--- config.mk ---
export PLATFORM = sky130hd
export DESIGN_NAME = flash_command_and_sysconfig
export DESIGN_NICKNAME = d
export VERILOG_FILES = /design/src/rtl/flash_cmd_pkg.sv /design/src/rtl/cmd_decoder.sv /design/src/rtl/flash_command_and_sysconfig.sv
export SDC_FILE = /design/constraint.sdc
export NUM_CORES = 1
export LEC_CHECK = 0
export ABC_AREA = 0
export BUFFER_PORTS_ARGS = -buffer_cell sky130_fd_sc_hd__buf_4
export CORE_MARGIN = 2
export CORE_UTILIZATION = 45
export DETAILED_ROUTE_END_ITERATION = 8
export PLACE_DENSITY_LB_ADDON = 0.05
export SLEW_MARGIN = 20
export SYNTH_ARGS = -nofsm -noshare
export SYNTH_HDL_FRONTEND = slang
export SYNTH_SLANG_ARGS = --single-unit
--- constraint.sdc ---
create_clock -name clk -period 3 [get_ports clk]
set_clock_uncertainty 0.1 [all_clocks]
set_input_delay 0.6 -clock clk [delete_from_list [all_inputs] [get_ports clk]]
set_output_delay 0.6 -clock clk [all_outputs]
set_load 0.005 [all_outputs]
--- src/rtl/flash_cmd_pkg.sv ---
// Constants, field layouts and carrier types for the flash command and configuration block.
// Assumes a 100 MHz clock, synchronous active-high reset and an AXI4-Lite register bus.
// Overview of operation
// Host clears complete flag before each command
// Complete flag returns ready when operation ends
// Code 0000h loads main sectors into buffer
// Code 0013h loads spare sectors into buffer
// 0080h programs main+spare, 001Ah spare only
// Host fills read-only spare bytes with FF
// Code 001Bh performs copy back program
// Unlock, lock, lock-tight refused while busy
// Busy long operations accept only reset codes
// 00F0h resets core, 00F3h hot reset
// Hot reset restores all registers, like warm; the code keeps the output enable bit through it
// Configuration resets to 40C0h
// Bit 15 selects async or sync reads
// Bits 14:12 set burst latency 3 to 7
// Bits 11:9 set burst length
// Bit 8 bypasses error correction
// Bit 7 sets valid pin polarity
// Bit 6 sets complete pin polarity
// Pins high-impedance until output enable set
// Output enable cleared by cold reset/write zero
// Bit 4 selects valid timing to data
// Bit 0 reads zero, boot buffer protected
// Failures and invalid commands set error bit
// Reserved bits 3:1 ignore writes, read zero
package flash_cmd_pkg;
  localparam logic [15:0] off_command_idx = 16'hF220;
  localparam logic [15:0] off_config_one_idx = 16'hF221;
  localparam logic [15:0] off_config_two_idx = 16'hF222;
  localparam logic [15:0] off_status_idx = 16'hF240;
  localparam logic [15:0] off_complete_idx = 16'hF241;
  localparam logic [15:0] command_reset = 16'h0000;
  localparam logic [15:0] config_reset = 16'h40C0;
  localparam logic [15:0] config_write_mask = 16'hFFF0;
  localparam int read_mode_bit = 15;
  localparam int latency_lsb = 12;
  localparam int length_lsb = 9;
  localparam int ecc_bypass_bit = 8;
  localparam int valid_pol_bit = 7;
  localparam int complete_pol_bit = 6;
  localparam int output_enable_bit = 5;
  localparam int valid_timing_bit = 4;
  localparam logic [2:0] latency_min_code = 3'h3;
  localparam logic [2:0] latency_default = 3'h4;
  localparam logic [2:0] length_max_code = 3'h4;
  localparam logic [15:0] cmd_load_main = 16'h0000;
  localparam logic [15:0] cmd_load_spare = 16'h0013;
  localparam logic [15:0] cmd_prog_main = 16'h0080;
  localparam logic [15:0] cmd_prog_spare = 16'h001A;
  localparam logic [15:0] cmd_copy_back = 16'h001B;
  localparam logic [15:0] cmd_unlock = 16'h0023;
  localparam logic [15:0] cmd_lock = 16'h002A;
  localparam logic [15:0] cmd_lock_tight = 16'h002C;
  localparam logic [15:0] cmd_erase_verify = 16'h0071;
  localparam logic [15:0] cmd_block_erase = 16'h0094;
  localparam logic [15:0] cmd_multi_erase = 16'h0095;
  localparam logic [15:0] cmd_erase_suspend = 16'h00B0;
  localparam logic [15:0] cmd_erase_resume = 16'h0030;
  localparam logic [15:0] cmd_core_reset = 16'h00F0;
  localparam logic [15:0] cmd_hot_reset = 16'h00F3;
  localparam logic [15:0] cmd_otp_access = 16'h0065;
  localparam int status_busy_bit = 15;
  localparam int status_error_bit = 10;
  localparam int status_suspend_bit = 9;
  localparam int status_reset_bit = 7;
  localparam logic [1:0] axi_okay = 2'h0;
  localparam logic [1:0] axi_slverr = 2'h2;

  typedef enum logic [3:0] {
    op_none = 4'h0, op_load = 4'h1, op_program = 4'h2, op_copy = 4'h3,
    op_lock = 4'h4, op_erase = 4'h5, op_verify = 4'h6, op_suspend = 4'h7,
    op_resume = 4'h8, op_core_reset = 4'h9, op_hot_reset = 4'hA, op_otp = 4'hB
  } op_type;

  typedef struct packed {
    logic start;
    op_type op;
    logic spare_only;
    logic both_areas;
  } array_request_type;

  typedef struct packed {
    logic read_mode_select;
    logic [2:0] burst_latency;
    logic [2:0] burst_length;
    logic ecc_bypass;
    logic valid_pin_polarity;
    logic complete_pin_polarity;
    logic status_output_enable;
    logic valid_with_data;
  } config_fields_type;

  function automatic config_fields_type unpack_config(input logic [15:0] value);
    config_fields_type f;
    f.read_mode_select = value[read_mode_bit];
    f.burst_latency = value[latency_lsb +: 3];
    f.burst_length = value[length_lsb +: 3];
    f.ecc_bypass = value[ecc_bypass_bit];
    f.valid_pin_polarity = value[valid_pol_bit];
    f.complete_pin_polarity = value[complete_pol_bit];
    f.status_output_enable = value[output_enable_bit];
    f.valid_with_data = value[valid_timing_bit];
    return f;
  endfunction : unpack_config
endpackage : flash_cmd_pkg

--- src/rtl/cmd_decoder.sv ---
// Combinational decoder from a command code to an array operation class.
// Assumes the caller gates acceptance against the busy state.
`timescale 1ns/1ps
module cmd_decoder (
  input wire logic [15:0] code,
  output flash_cmd_pkg::op_type op,
  output logic valid,
  output logic spare_only,
  output logic both_areas,
  output logic reset_code
);
  always_comb
  begin
    op = flash_cmd_pkg::op_none;
    valid = 1'b1;
    spare_only = 1'b0;
    both_areas = 1'b0;
    reset_code = 1'b0;
    unique case (code)
      flash_cmd_pkg::cmd_load_main: op = flash_cmd_pkg::op_load;
      flash_cmd_pkg::cmd_load_spare:
      begin
        op = flash_cmd_pkg::op_load;
        spare_only = 1'b1;
      end
      flash_cmd_pkg::cmd_prog_main:
      begin
        op = flash_cmd_pkg::op_program;
        both_areas = 1'b1;
      end
      flash_cmd_pkg::cmd_prog_spare:
      begin
        op = flash_cmd_pkg::op_program;
        spare_only = 1'b1;
      end
      flash_cmd_pkg::cmd_copy_back: op = flash_cmd_pkg::op_copy;
      flash_cmd_pkg::cmd_unlock,
      flash_cmd_pkg::cmd_lock,
      flash_cmd_pkg::cmd_lock_tight: op = flash_cmd_pkg::op_lock;
      flash_cmd_pkg::cmd_erase_verify: op = flash_cmd_pkg::op_verify;
      flash_cmd_pkg::cmd_block_erase,
      flash_cmd_pkg::cmd_multi_erase: op = flash_cmd_pkg::op_erase;
      flash_cmd_pkg::cmd_erase_suspend: op = flash_cmd_pkg::op_suspend;
      flash_cmd_pkg::cmd_erase_resume: op = flash_cmd_pkg::op_resume;
      flash_cmd_pkg::cmd_otp_access: op = flash_cmd_pkg::op_otp;
      flash_cmd_pkg::cmd_core_reset:
      begin
        op = flash_cmd_pkg::op_core_reset;
        reset_code = 1'b1;
      end
      flash_cmd_pkg::cmd_hot_reset:
      begin
        op = flash_cmd_pkg::op_hot_reset;
        reset_code = 1'b1;
      end
      default: valid = 1'b0;
    endcase
  end
endmodule : cmd_decoder

--- src/rtl/flash_command_and_sysconfig.sv ---
// Command register, system configuration register and completion tracking, reached over AXI4-Lite.
// Assumes the array sequencer answers each started operation with a done pulse and a pass/fail level.
//
// Local design decision: the AXI4-Lite interface to the registers.
`timescale 1ns/1ps
module flash_command_and_sysconfig (
  input wire logic clk,
  input wire logic srst,
  input wire logic cold_reset,
  input wire logic [17:0] s_axi_awaddr,
  input wire logic s_axi_awvalid,
  output logic s_axi_awready,
  input wire logic [31:0] s_axi_wdata,
  input wire logic [3:0] s_axi_wstrb,
  input wire logic s_axi_wvalid,
  output logic s_axi_wready,
  output logic [1:0] s_axi_bresp,
  output logic s_axi_bvalid,
  input wire logic s_axi_bready,
  input wire logic [17:0] s_axi_araddr,
  input wire logic s_axi_arvalid,
  output logic s_axi_arready,
  output logic [31:0] s_axi_rdata,
  output logic [1:0] s_axi_rresp,
  output logic s_axi_rvalid,
  input wire logic s_axi_rready,
  input wire logic array_done,
  input wire logic array_fail,
  output flash_cmd_pkg::array_request_type array_request,
  output logic [15:0] array_command,
  output flash_cmd_pkg::config_fields_type config_fields,
  output logic complete_pin_out,
  output logic complete_pin_oe_n,
  output logic valid_pin_ready_level,
  output logic valid_pin_oe_n
);
  typedef enum logic [2:0] {
    st_idle = 3'b001,
    st_busy = 3'b010,
    st_resetting = 3'b100
  } op_state_type;

  function automatic logic addr_hit(input logic [17:0] addr, input logic [15:0] index);
    return addr[17:2] == index && addr[1:0] == 2'h0;
  endfunction : addr_hit

  // Bus write and read side
  logic aw_held_reg, aw_held_next;
  logic [17:0] aw_addr_reg, aw_addr_next;
  logic w_held_reg, w_held_next;
  logic [31:0] w_data_reg, w_data_next;
  logic [3:0] w_strb_reg, w_strb_next;
  logic bvalid_reg, bvalid_next;
  logic [1:0] bresp_reg, bresp_next;
  logic awready_reg, awready_next;
  logic wready_reg, wready_next;
  logic arready_reg, arready_next;
  logic rvalid_reg, rvalid_next;
  logic [31:0] rdata_reg, rdata_next;
  logic [1:0] rresp_reg, rresp_next;
  // Block state
  logic [15:0] command_reg, command_next;
  logic [15:0] config_reg, config_next;
  logic complete_reg, complete_next;
  logic error_reg, error_next;
  logic suspend_reg, suspend_next;
  op_state_type state_reg, state_next;
  flash_cmd_pkg::array_request_type request_reg, request_next;
  logic complete_pin_reg, complete_pin_next;
  logic complete_oe_n_reg, complete_oe_n_next;
  logic valid_level_reg, valid_level_next;
  logic valid_oe_n_reg, valid_oe_n_next;

  logic wr_fire;
  logic wr_ok;
  logic [15:0] wr_val;
  logic [15:0] wr_mask;
  logic cmd_write;
  logic cfg_write;
  logic complete_write;
  flash_cmd_pkg::op_type dec_op;
  logic dec_valid;
  logic dec_spare;
  logic dec_both;
  logic dec_reset;
  logic [15:0] status_word;
  logic [15:0] cfg_written;

  cmd_decoder decoder (
    .code(wr_val),
    .op(dec_op),
    .valid(dec_valid),
    .spare_only(dec_spare),
    .both_areas(dec_both),
    .reset_code(dec_reset)
  );

  assign wr_fire = aw_held_reg && w_held_reg && !bvalid_reg;
  assign wr_val = w_data_reg[15:0];
  assign wr_mask = {{8{w_strb_reg[1]}}, {8{w_strb_reg[0]}}};
  assign cmd_write = wr_fire && addr_hit(aw_addr_reg, flash_cmd_pkg::off_command_idx);
  assign cfg_write = wr_fire && addr_hit(aw_addr_reg, flash_cmd_pkg::off_config_one_idx);
  assign complete_write = wr_fire && addr_hit(aw_addr_reg, flash_cmd_pkg::off_complete_idx);
  assign wr_ok = cmd_write || cfg_write || complete_write
    || (wr_fire && addr_hit(aw_addr_reg, flash_cmd_pkg::off_config_two_idx));
  // Bits 3:0 are never stored, so reserved bits and the protect bit read zero
  assign cfg_written = ((config_reg & ~wr_mask) | (wr_val & wr_mask)) & flash_cmd_pkg::config_write_mask;

  always_comb
  begin
    status_word = 16'h0000;
    status_word[flash_cmd_pkg::status_busy_bit] = state_reg != st_idle;
    status_word[flash_cmd_pkg::status_error_bit] = error_reg;
    status_word[flash_cmd_pkg::status_suspend_bit] = suspend_reg;
    status_word[flash_cmd_pkg::status_reset_bit] = state_reg == st_resetting;
  end

  always_comb
  begin
    aw_held_next = aw_held_reg;
    aw_addr_next = aw_addr_reg;
    w_held_next = w_held_reg;
    w_data_next = w_data_reg;
    w_strb_next = w_strb_reg;
    bvalid_next = bvalid_reg;
    bresp_next = bresp_reg;
    arready_next = 1'b0;
    rvalid_next = rvalid_reg;
    rdata_next = rdata_reg;
    rresp_next = rresp_reg;
    if (s_axi_awvalid && !aw_held_reg)
    begin
      aw_held_next = 1'b1;
      aw_addr_next = s_axi_awaddr;
    end
    if (s_axi_wvalid && !w_held_reg)
    begin
      w_held_next = 1'b1;
      w_data_next = s_axi_wdata;
      w_strb_next = s_axi_wstrb;
    end
    if (wr_fire)
    begin
      bvalid_next = 1'b1;
      bresp_next = wr_ok ? flash_cmd_pkg::axi_okay : flash_cmd_pkg::axi_slverr;
    end
    if (bvalid_reg && s_axi_bready)
    begin
      bvalid_next = 1'b0;
      aw_held_next = 1'b0;
      w_held_next = 1'b0;
    end
    if (s_axi_arvalid && !arready_reg && !rvalid_reg)
    begin
      arready_next = 1'b1;
      rvalid_next = 1'b1;
      rresp_next = flash_cmd_pkg::axi_okay;
      if (addr_hit(s_axi_araddr, flash_cmd_pkg::off_command_idx))
        rdata_next = {16'h0000, command_reg};
      else if (addr_hit(s_axi_araddr, flash_cmd_pkg::off_config_one_idx))
        rdata_next = {16'h0000, config_reg};
      else if (addr_hit(s_axi_araddr, flash_cmd_pkg::off_config_two_idx))
        rdata_next = 32'h0000_0000;
      else if (addr_hit(s_axi_araddr, flash_cmd_pkg::off_status_idx))
        rdata_next = {16'h0000, status_word};
      else if (addr_hit(s_axi_araddr, flash_cmd_pkg::off_complete_idx))
        rdata_next = {31'h0000_0000, complete_reg};
      else
      begin
        rdata_next = 32'h0000_0000;
        rresp_next = flash_cmd_pkg::axi_slverr;
      end
    end
    if (rvalid_reg && s_axi_rready)
      rvalid_next = 1'b0;
    // Readies leave a flop so no gate sits between state and the bus
    awready_next = !aw_held_next;
    wready_next = !w_held_next;
  end

  always_comb
  begin
    command_next = command_reg;
    config_next = config_reg;
    complete_next = complete_reg;
    error_next = error_reg;
    suspend_next = suspend_reg;
    state_next = state_reg;
    request_next = '0;
    if (complete_write && w_strb_reg[0])
      complete_next = wr_val[0];
    if (cfg_write)
      config_next = cfg_written;
    // A command write outranks a done pulse arriving in the same cycle
    if (cmd_write)
    begin
      command_next = (command_reg & ~wr_mask) | (wr_val & wr_mask);
      if (!dec_valid)
        error_next = 1'b1;
      else if (state_reg != st_idle && !dec_reset)
        error_next = 1'b1;
      else if (dec_op == flash_cmd_pkg::op_hot_reset)
      begin
        // Like a warm reset except output enable survives; cold reset, srst and a config write are what clear it
        command_next = flash_cmd_pkg::command_reset;
        config_next = flash_cmd_pkg::config_reset | (config_reg & (16'h0001 << flash_cmd_pkg::output_enable_bit));
        error_next = 1'b0;
        suspend_next = 1'b0;
        complete_next = 1'b1;
        state_next = st_idle;
        request_next.start = 1'b1;
        request_next.op = dec_op;
      end
      else
      begin
        request_next.start = 1'b1;
        request_next.op = dec_op;
        request_next.spare_only = dec_spare;
        request_next.both_areas = dec_both;
        error_next = 1'b0;
        complete_next = 1'b0;
        if (dec_op == flash_cmd_pkg::op_suspend)
          suspend_next = 1'b1;
        if (dec_op == flash_cmd_pkg::op_resume)
          suspend_next = 1'b0;
        state_next = dec_reset ? st_resetting : st_busy;
      end
    end
    else if (state_reg != st_idle && array_done)
    begin
      state_next = st_idle;
      complete_next = 1'b1;
      if (array_fail)
        error_next = 1'b1;
    end
    if (cold_reset)
      config_next[flash_cmd_pkg::output_enable_bit] = 1'b0;
  end

  always_comb
  begin
    // High level on the pin means ready when polarity bit is one
    complete_pin_next = complete_reg ~^ config_reg[flash_cmd_pkg::complete_pol_bit];
    valid_level_next = config_reg[flash_cmd_pkg::valid_pol_bit];
    complete_oe_n_next = !config_reg[flash_cmd_pkg::output_enable_bit];
    valid_oe_n_next = !config_reg[flash_cmd_pkg::output_enable_bit];
  end

  // Bus handshake state
  always_ff @(posedge clk)
  begin
    if (srst)
    begin
      aw_held_reg <= 1'b0;
      aw_addr_reg <= '0;
      w_held_reg <= 1'b0;
      w_data_reg <= '0;
      w_strb_reg <= '0;
      bvalid_reg <= 1'b0;
      bresp_reg <= flash_cmd_pkg::axi_okay;
      awready_reg <= 1'b1;
      wready_reg <= 1'b1;
      arready_reg <= 1'b0;
      rvalid_reg <= 1'b0;
      rdata_reg <= '0;
      rresp_reg <= flash_cmd_pkg::axi_okay;
    end
    else
    begin
      aw_held_reg <= aw_held_next;
      aw_addr_reg <= aw_addr_next;
      w_held_reg <= w_held_next;
      w_data_reg <= w_data_next;
      w_strb_reg <= w_strb_next;
      bvalid_reg <= bvalid_next;
      bresp_reg <= bresp_next;
      awready_reg <= awready_next;
      wready_reg <= wready_next;
      arready_reg <= arready_next;
      rvalid_reg <= rvalid_next;
      rdata_reg <= rdata_next;
      rresp_reg <= rresp_next;
    end
  end

  // Command, configuration and completion state
  always_ff @(posedge clk)
  begin
    if (srst)
    begin
      command_reg <= flash_cmd_pkg::command_reset;
      config_reg <= flash_cmd_pkg::config_reset;
      complete_reg <= 1'b1;
      error_reg <= 1'b0;
      suspend_reg <= 1'b0;
      state_reg <= st_idle;
      request_reg <= '0;
    end
    else
    begin
      command_reg <= command_next;
      config_reg <= config_next;
      complete_reg <= complete_next;
      error_reg <= error_next;
      suspend_reg <= suspend_next;
      state_reg <= state_next;
      request_reg <= request_next;
    end
  end

  // Pin drivers
  always_ff @(posedge clk)
  begin
    if (srst)
    begin
      complete_pin_reg <= 1'b1;
      complete_oe_n_reg <= 1'b1;
      valid_level_reg <= 1'b1;
      valid_oe_n_reg <= 1'b1;
    end
    else
    begin
      complete_pin_reg <= complete_pin_next;
      complete_oe_n_reg <= complete_oe_n_next;
      valid_level_reg <= valid_level_next;
      valid_oe_n_reg <= valid_oe_n_next;
    end
  end

  assign s_axi_awready = awready_reg;
  assign s_axi_wready = wready_reg;
  assign s_axi_bvalid = bvalid_reg;
  assign s_axi_bresp = bresp_reg;
  assign s_axi_arready = arready_reg;
  assign s_axi_rvalid = rvalid_reg;
  assign s_axi_rdata = rdata_reg;
  assign s_axi_rresp = rresp_reg;
  assign array_request = request_reg;
  assign array_command = command_reg;
  // Latency, length, read mode, bypass and valid timing steer the read path outside
  assign config_fields = flash_cmd_pkg::unpack_config(config_reg);
  assign complete_pin_out = complete_pin_reg;
  assign complete_pin_oe_n = complete_oe_n_reg;
  assign valid_pin_ready_level = valid_level_reg;
  assign valid_pin_oe_n = valid_oe_n_reg;
endmodule : flash_command_and_sysconfig

==> results by group <==
Status
  • Result of the run: finished clean

Timing
  • Accumulated negative setup slack: 0 ns
  • Period minus WS final: 2.786 ns
  • Max-slew headroom at the worst pin: 50.28%
  • Maximum clock frequency: 358.9 MHz
  • Number of max-slew violations in the final report: 0
  • Setup repair after global routing missed its margin: no
  • Fin. Hold Viols: 0
  • Setup violations, final: 0
  • Share of the clock period used by the worst path: 92.86%
  • Slew of the pin with the lowest slew margin: 0.7361 ns

Drt
  • DR DRC count: 0
  • Remaining antenna violation count after routing: 0
  • Detailed-router iteration count before antenna repair: 4
  • Total via count after detailed routing: 4443
  • Routed wire length: 12930 um
  • Wire per inst: 15.52 um
  • DR iter-0 viols: 198
  • Average vias per placed instance: 5.334

Global route
  • GRT Total Usage: 22.74%
  • Global-route congestion overflow total: 0
  • Pin count of the biggest net entering global routing: 44
  • Number of global-route vias before repair: 4295
  • Wire length of the first global-routing pass: 20980 um
  • Initial antenna violation count: 0

Floorplanning
  • Starting density of the core: 46.54%
  • Count of boundary I/O pins: 162
  • Overall die area: 11570 um^2
  • Die H: 107.6 um
  • Width of the die: 107.6 um
  • FP Rows: 37
  • Placeable Area: 10370 um^2

Synth
  • Main flop type after synthesis: dfxtp_1
  • Synthesized area divided by synthesized cell count: 8.278 um^2
  • Fraction of registers with async set/reset: 0%
  • Sequential share of the synthesized area: 45.22%
  • Yosys reg bits: 109
  • Post-synthesis instance total: 583
  • Warnings, synthesis: 0
  • Post-synth EDFFs: 0
  • Count of distinct cell types in the synthesized netlist: 56
  • Cell area after synthesis: 4826 um^2

Critical path
  • Crit path capture type: flop
  • Req. time, crit path: 3.18 ns
  • Crit start category: flop
  • Kind of critical path: flop to flop
  • Worst-path maximum fanout: 9
  • Arr. time, crit path: 2.97 ns

Final layout
  • Final net count: 774
  • Diode count: 0
  • Number of fillers in the final layout: 991
  • Reg area: 2182 um^2
  • Most frequent cells in the layout: buf_4, dfxtp_1, nand2_1
  • Most common library cell in the layout ignoring fill and taps: buf_4
  • Footprint of the multi-input gates: 2305 um^2
  • Flip-flop count of the largest register after layout: 18
  • Share of final-layout standard cells stronger than drive strength 1: 25.11%
  • Area growth from synthesis to layout: 24.66%
  • Share of the core filled with cells in the final layout: 58.01%

Job
  • Count of maximum capacitance violations: 0

Clocking
  • Htree depth: 3
  • Clk slew on worst S/H paths: 0.12 ns
  • Clock latency on the worst-skew pair: 0.37 ns
  • Count of cells resized by post-cts repair: 0
  • TritonCTS clock tree: done
  • Hold-fix buffer count after cts: 0
  • Number of buffers inserted to repair setup after CTS: 0
  • Clock buffer depth: 2
  • TritonCTS sink count: 109
  • Total CTS buffers: 9
  • Clock tree root driver cell: clkbuf_8

Min path
  • Class of the most critical hold timing path: input port to flop

Power
  • LEAKAGE: 2.532 nW
  • Maximum ir drop on the vdd rail: 0.2424 mV
  • Power, Total: 2.804 mW
  • Pwr per Cell Area: 466.1 nW/um^2

Placement
  • Gp weighted congestion: 0.8357
  • Placed wire-length estimate: 9788 um
  • Number of buffers inserted by port buffering: 125
-- where the power goes --
group	switching [mW]	leakage, nW	internal (mW)	total (mW)
Combinational	0.182	1.54	0.172	0.354
Clock	0.552	0.107	0.357	0.909
Sequential	0.0442	0.888	1.50	1.54
-- cell type report --
type | count | area share [%]
clock buffers | 10 | 2.288
multi-input cells | 414 | 38.31
repair buffers | 148 | 18.47
well taps | 136 | 2.829
inverters | 10 | 0.6240
clock inverters | 6 | 1.206
flip-flops and latches | 109 | 36.27
-- synthesized netlist by cell type, drive strengths merged, types with 2 or more instances --
| cell type | count | area, um^2 |
|---|---|---|
| a2111oi | 3 | 26.28 |
| a211o | 3 | 26.28 |
| a211oi | 4 | 30.03 |
| a21oi | 52 | 260.3 |
| a221oi | 11 | 96.34 |
| a22oi | 16 | 120.1 |
| a31oi | 2 | 12.51 |
| and2 | 2 | 12.51 |
| and3 | 5 | 31.28 |
| and4 | 2 | 17.52 |
| buf | 36 | 260.2 |
| clkbuf | 31 | 116.4 |
| dfxtp | 109 | 2182 |
| inv | 10 | 37.54 |
| mux2i | 11 | 110.1 |
| nand2 | 97 | 364.1 |
| nand2b | 12 | 75.07 |
| nand3 | 4 | 20.02 |
| nand4 | 6 | 37.54 |
| nor2 | 64 | 240.2 |
| nor2b | 7 | 43.79 |
| nor3 | 12 | 60.06 |
| nor3b | 3 | 22.52 |
| nor4 | 11 | 83.83 |
| nor4b | 4 | 35.03 |
| nor4bb | 6 | 60.06 |
| o211ai | 2 | 15.01 |
| o21ai | 17 | 85.08 |
| o21bai | 2 | 15.01 |
| o31ai | 3 | 22.52 |
| o41ai | 2 | 36.29 |
| or2 | 4 | 25.03 |
| or3 | 5 | 31.28 |
| or3b | 2 | 17.52 |
| or4 | 4 | 30.03 |
| or4bb | 2 | 22.52 |
| xnor2 | 2 | 17.52 |
| xor2 | 3 | 26.28 |
-- per-stage QoR --
stage          setup slack, ns  instance area, um^2  hold WS (ns)  std cells
2_1_floorplan           0.2748                 4890        0.2846        600
3_3_place_gp            0.2291                 5794        0.3195        817
3_5_place_dp            0.2296                 5797        0.3200        817
4_1_cts                 0.1952                 6007        0.2607        833
5_1_grt                0.04019                 6016        0.2803        833
6_report                0.2141                 6016        0.2741        833
-- final timing paths --
kind              slack (ns)                          to                         from  cells past startpoint
setup / recovery        0.21   config_reg[11]$_SDFF_PP0_  w_data_reg[11]$_SDFFE_PP0P_                      8
hold / removal          0.27  config_reg[5]$_SDFFE_PP0P_                   cold_reset                      2
setup reg to reg        0.21   config_reg[11]$_SDFF_PP0_  w_data_reg[11]$_SDFFE_PP0P_                      8
hold reg to reg         0.34    config_reg[2]$_SDFF_PP0_     config_reg[2]$_SDFF_PP0_                      2
-- cell families after synthesis --
kind of cell / Yosys count / share of synthesized area [%]
simple gates: 255 / 26.06
compound gates: 125 / 16.88
flops: 109 / 45.22
buf+inv: 77 / 8.582
mux: 11 / 2.282
xor+xnor: 5 / 0.9076
other cells: 1 / 0.07771
-- routing by layer --
| metal | global-route usage (%) | wire length (um) |
|---|---|---|
| met5 | 0 | 0 |
| met4 | 7.784 | 296 |
| met2 | 39.04 | 6365 |
| met1 | 29.00 | 5753 |
| met3 | 3.511 | 516 |
-- critical path: stages, from the launching register on --
cell	delay (ns)
dfxtp_1	0.35
or4_1	0.58
or2_1	0.34
nor4_4	0.29
o41ai_1	0.19
o41ai_4	0.36
buf_4	0.22
buf_4	0.18
nor2_1	0.06
Note: power is estimated with default switching activity, not from simulation.
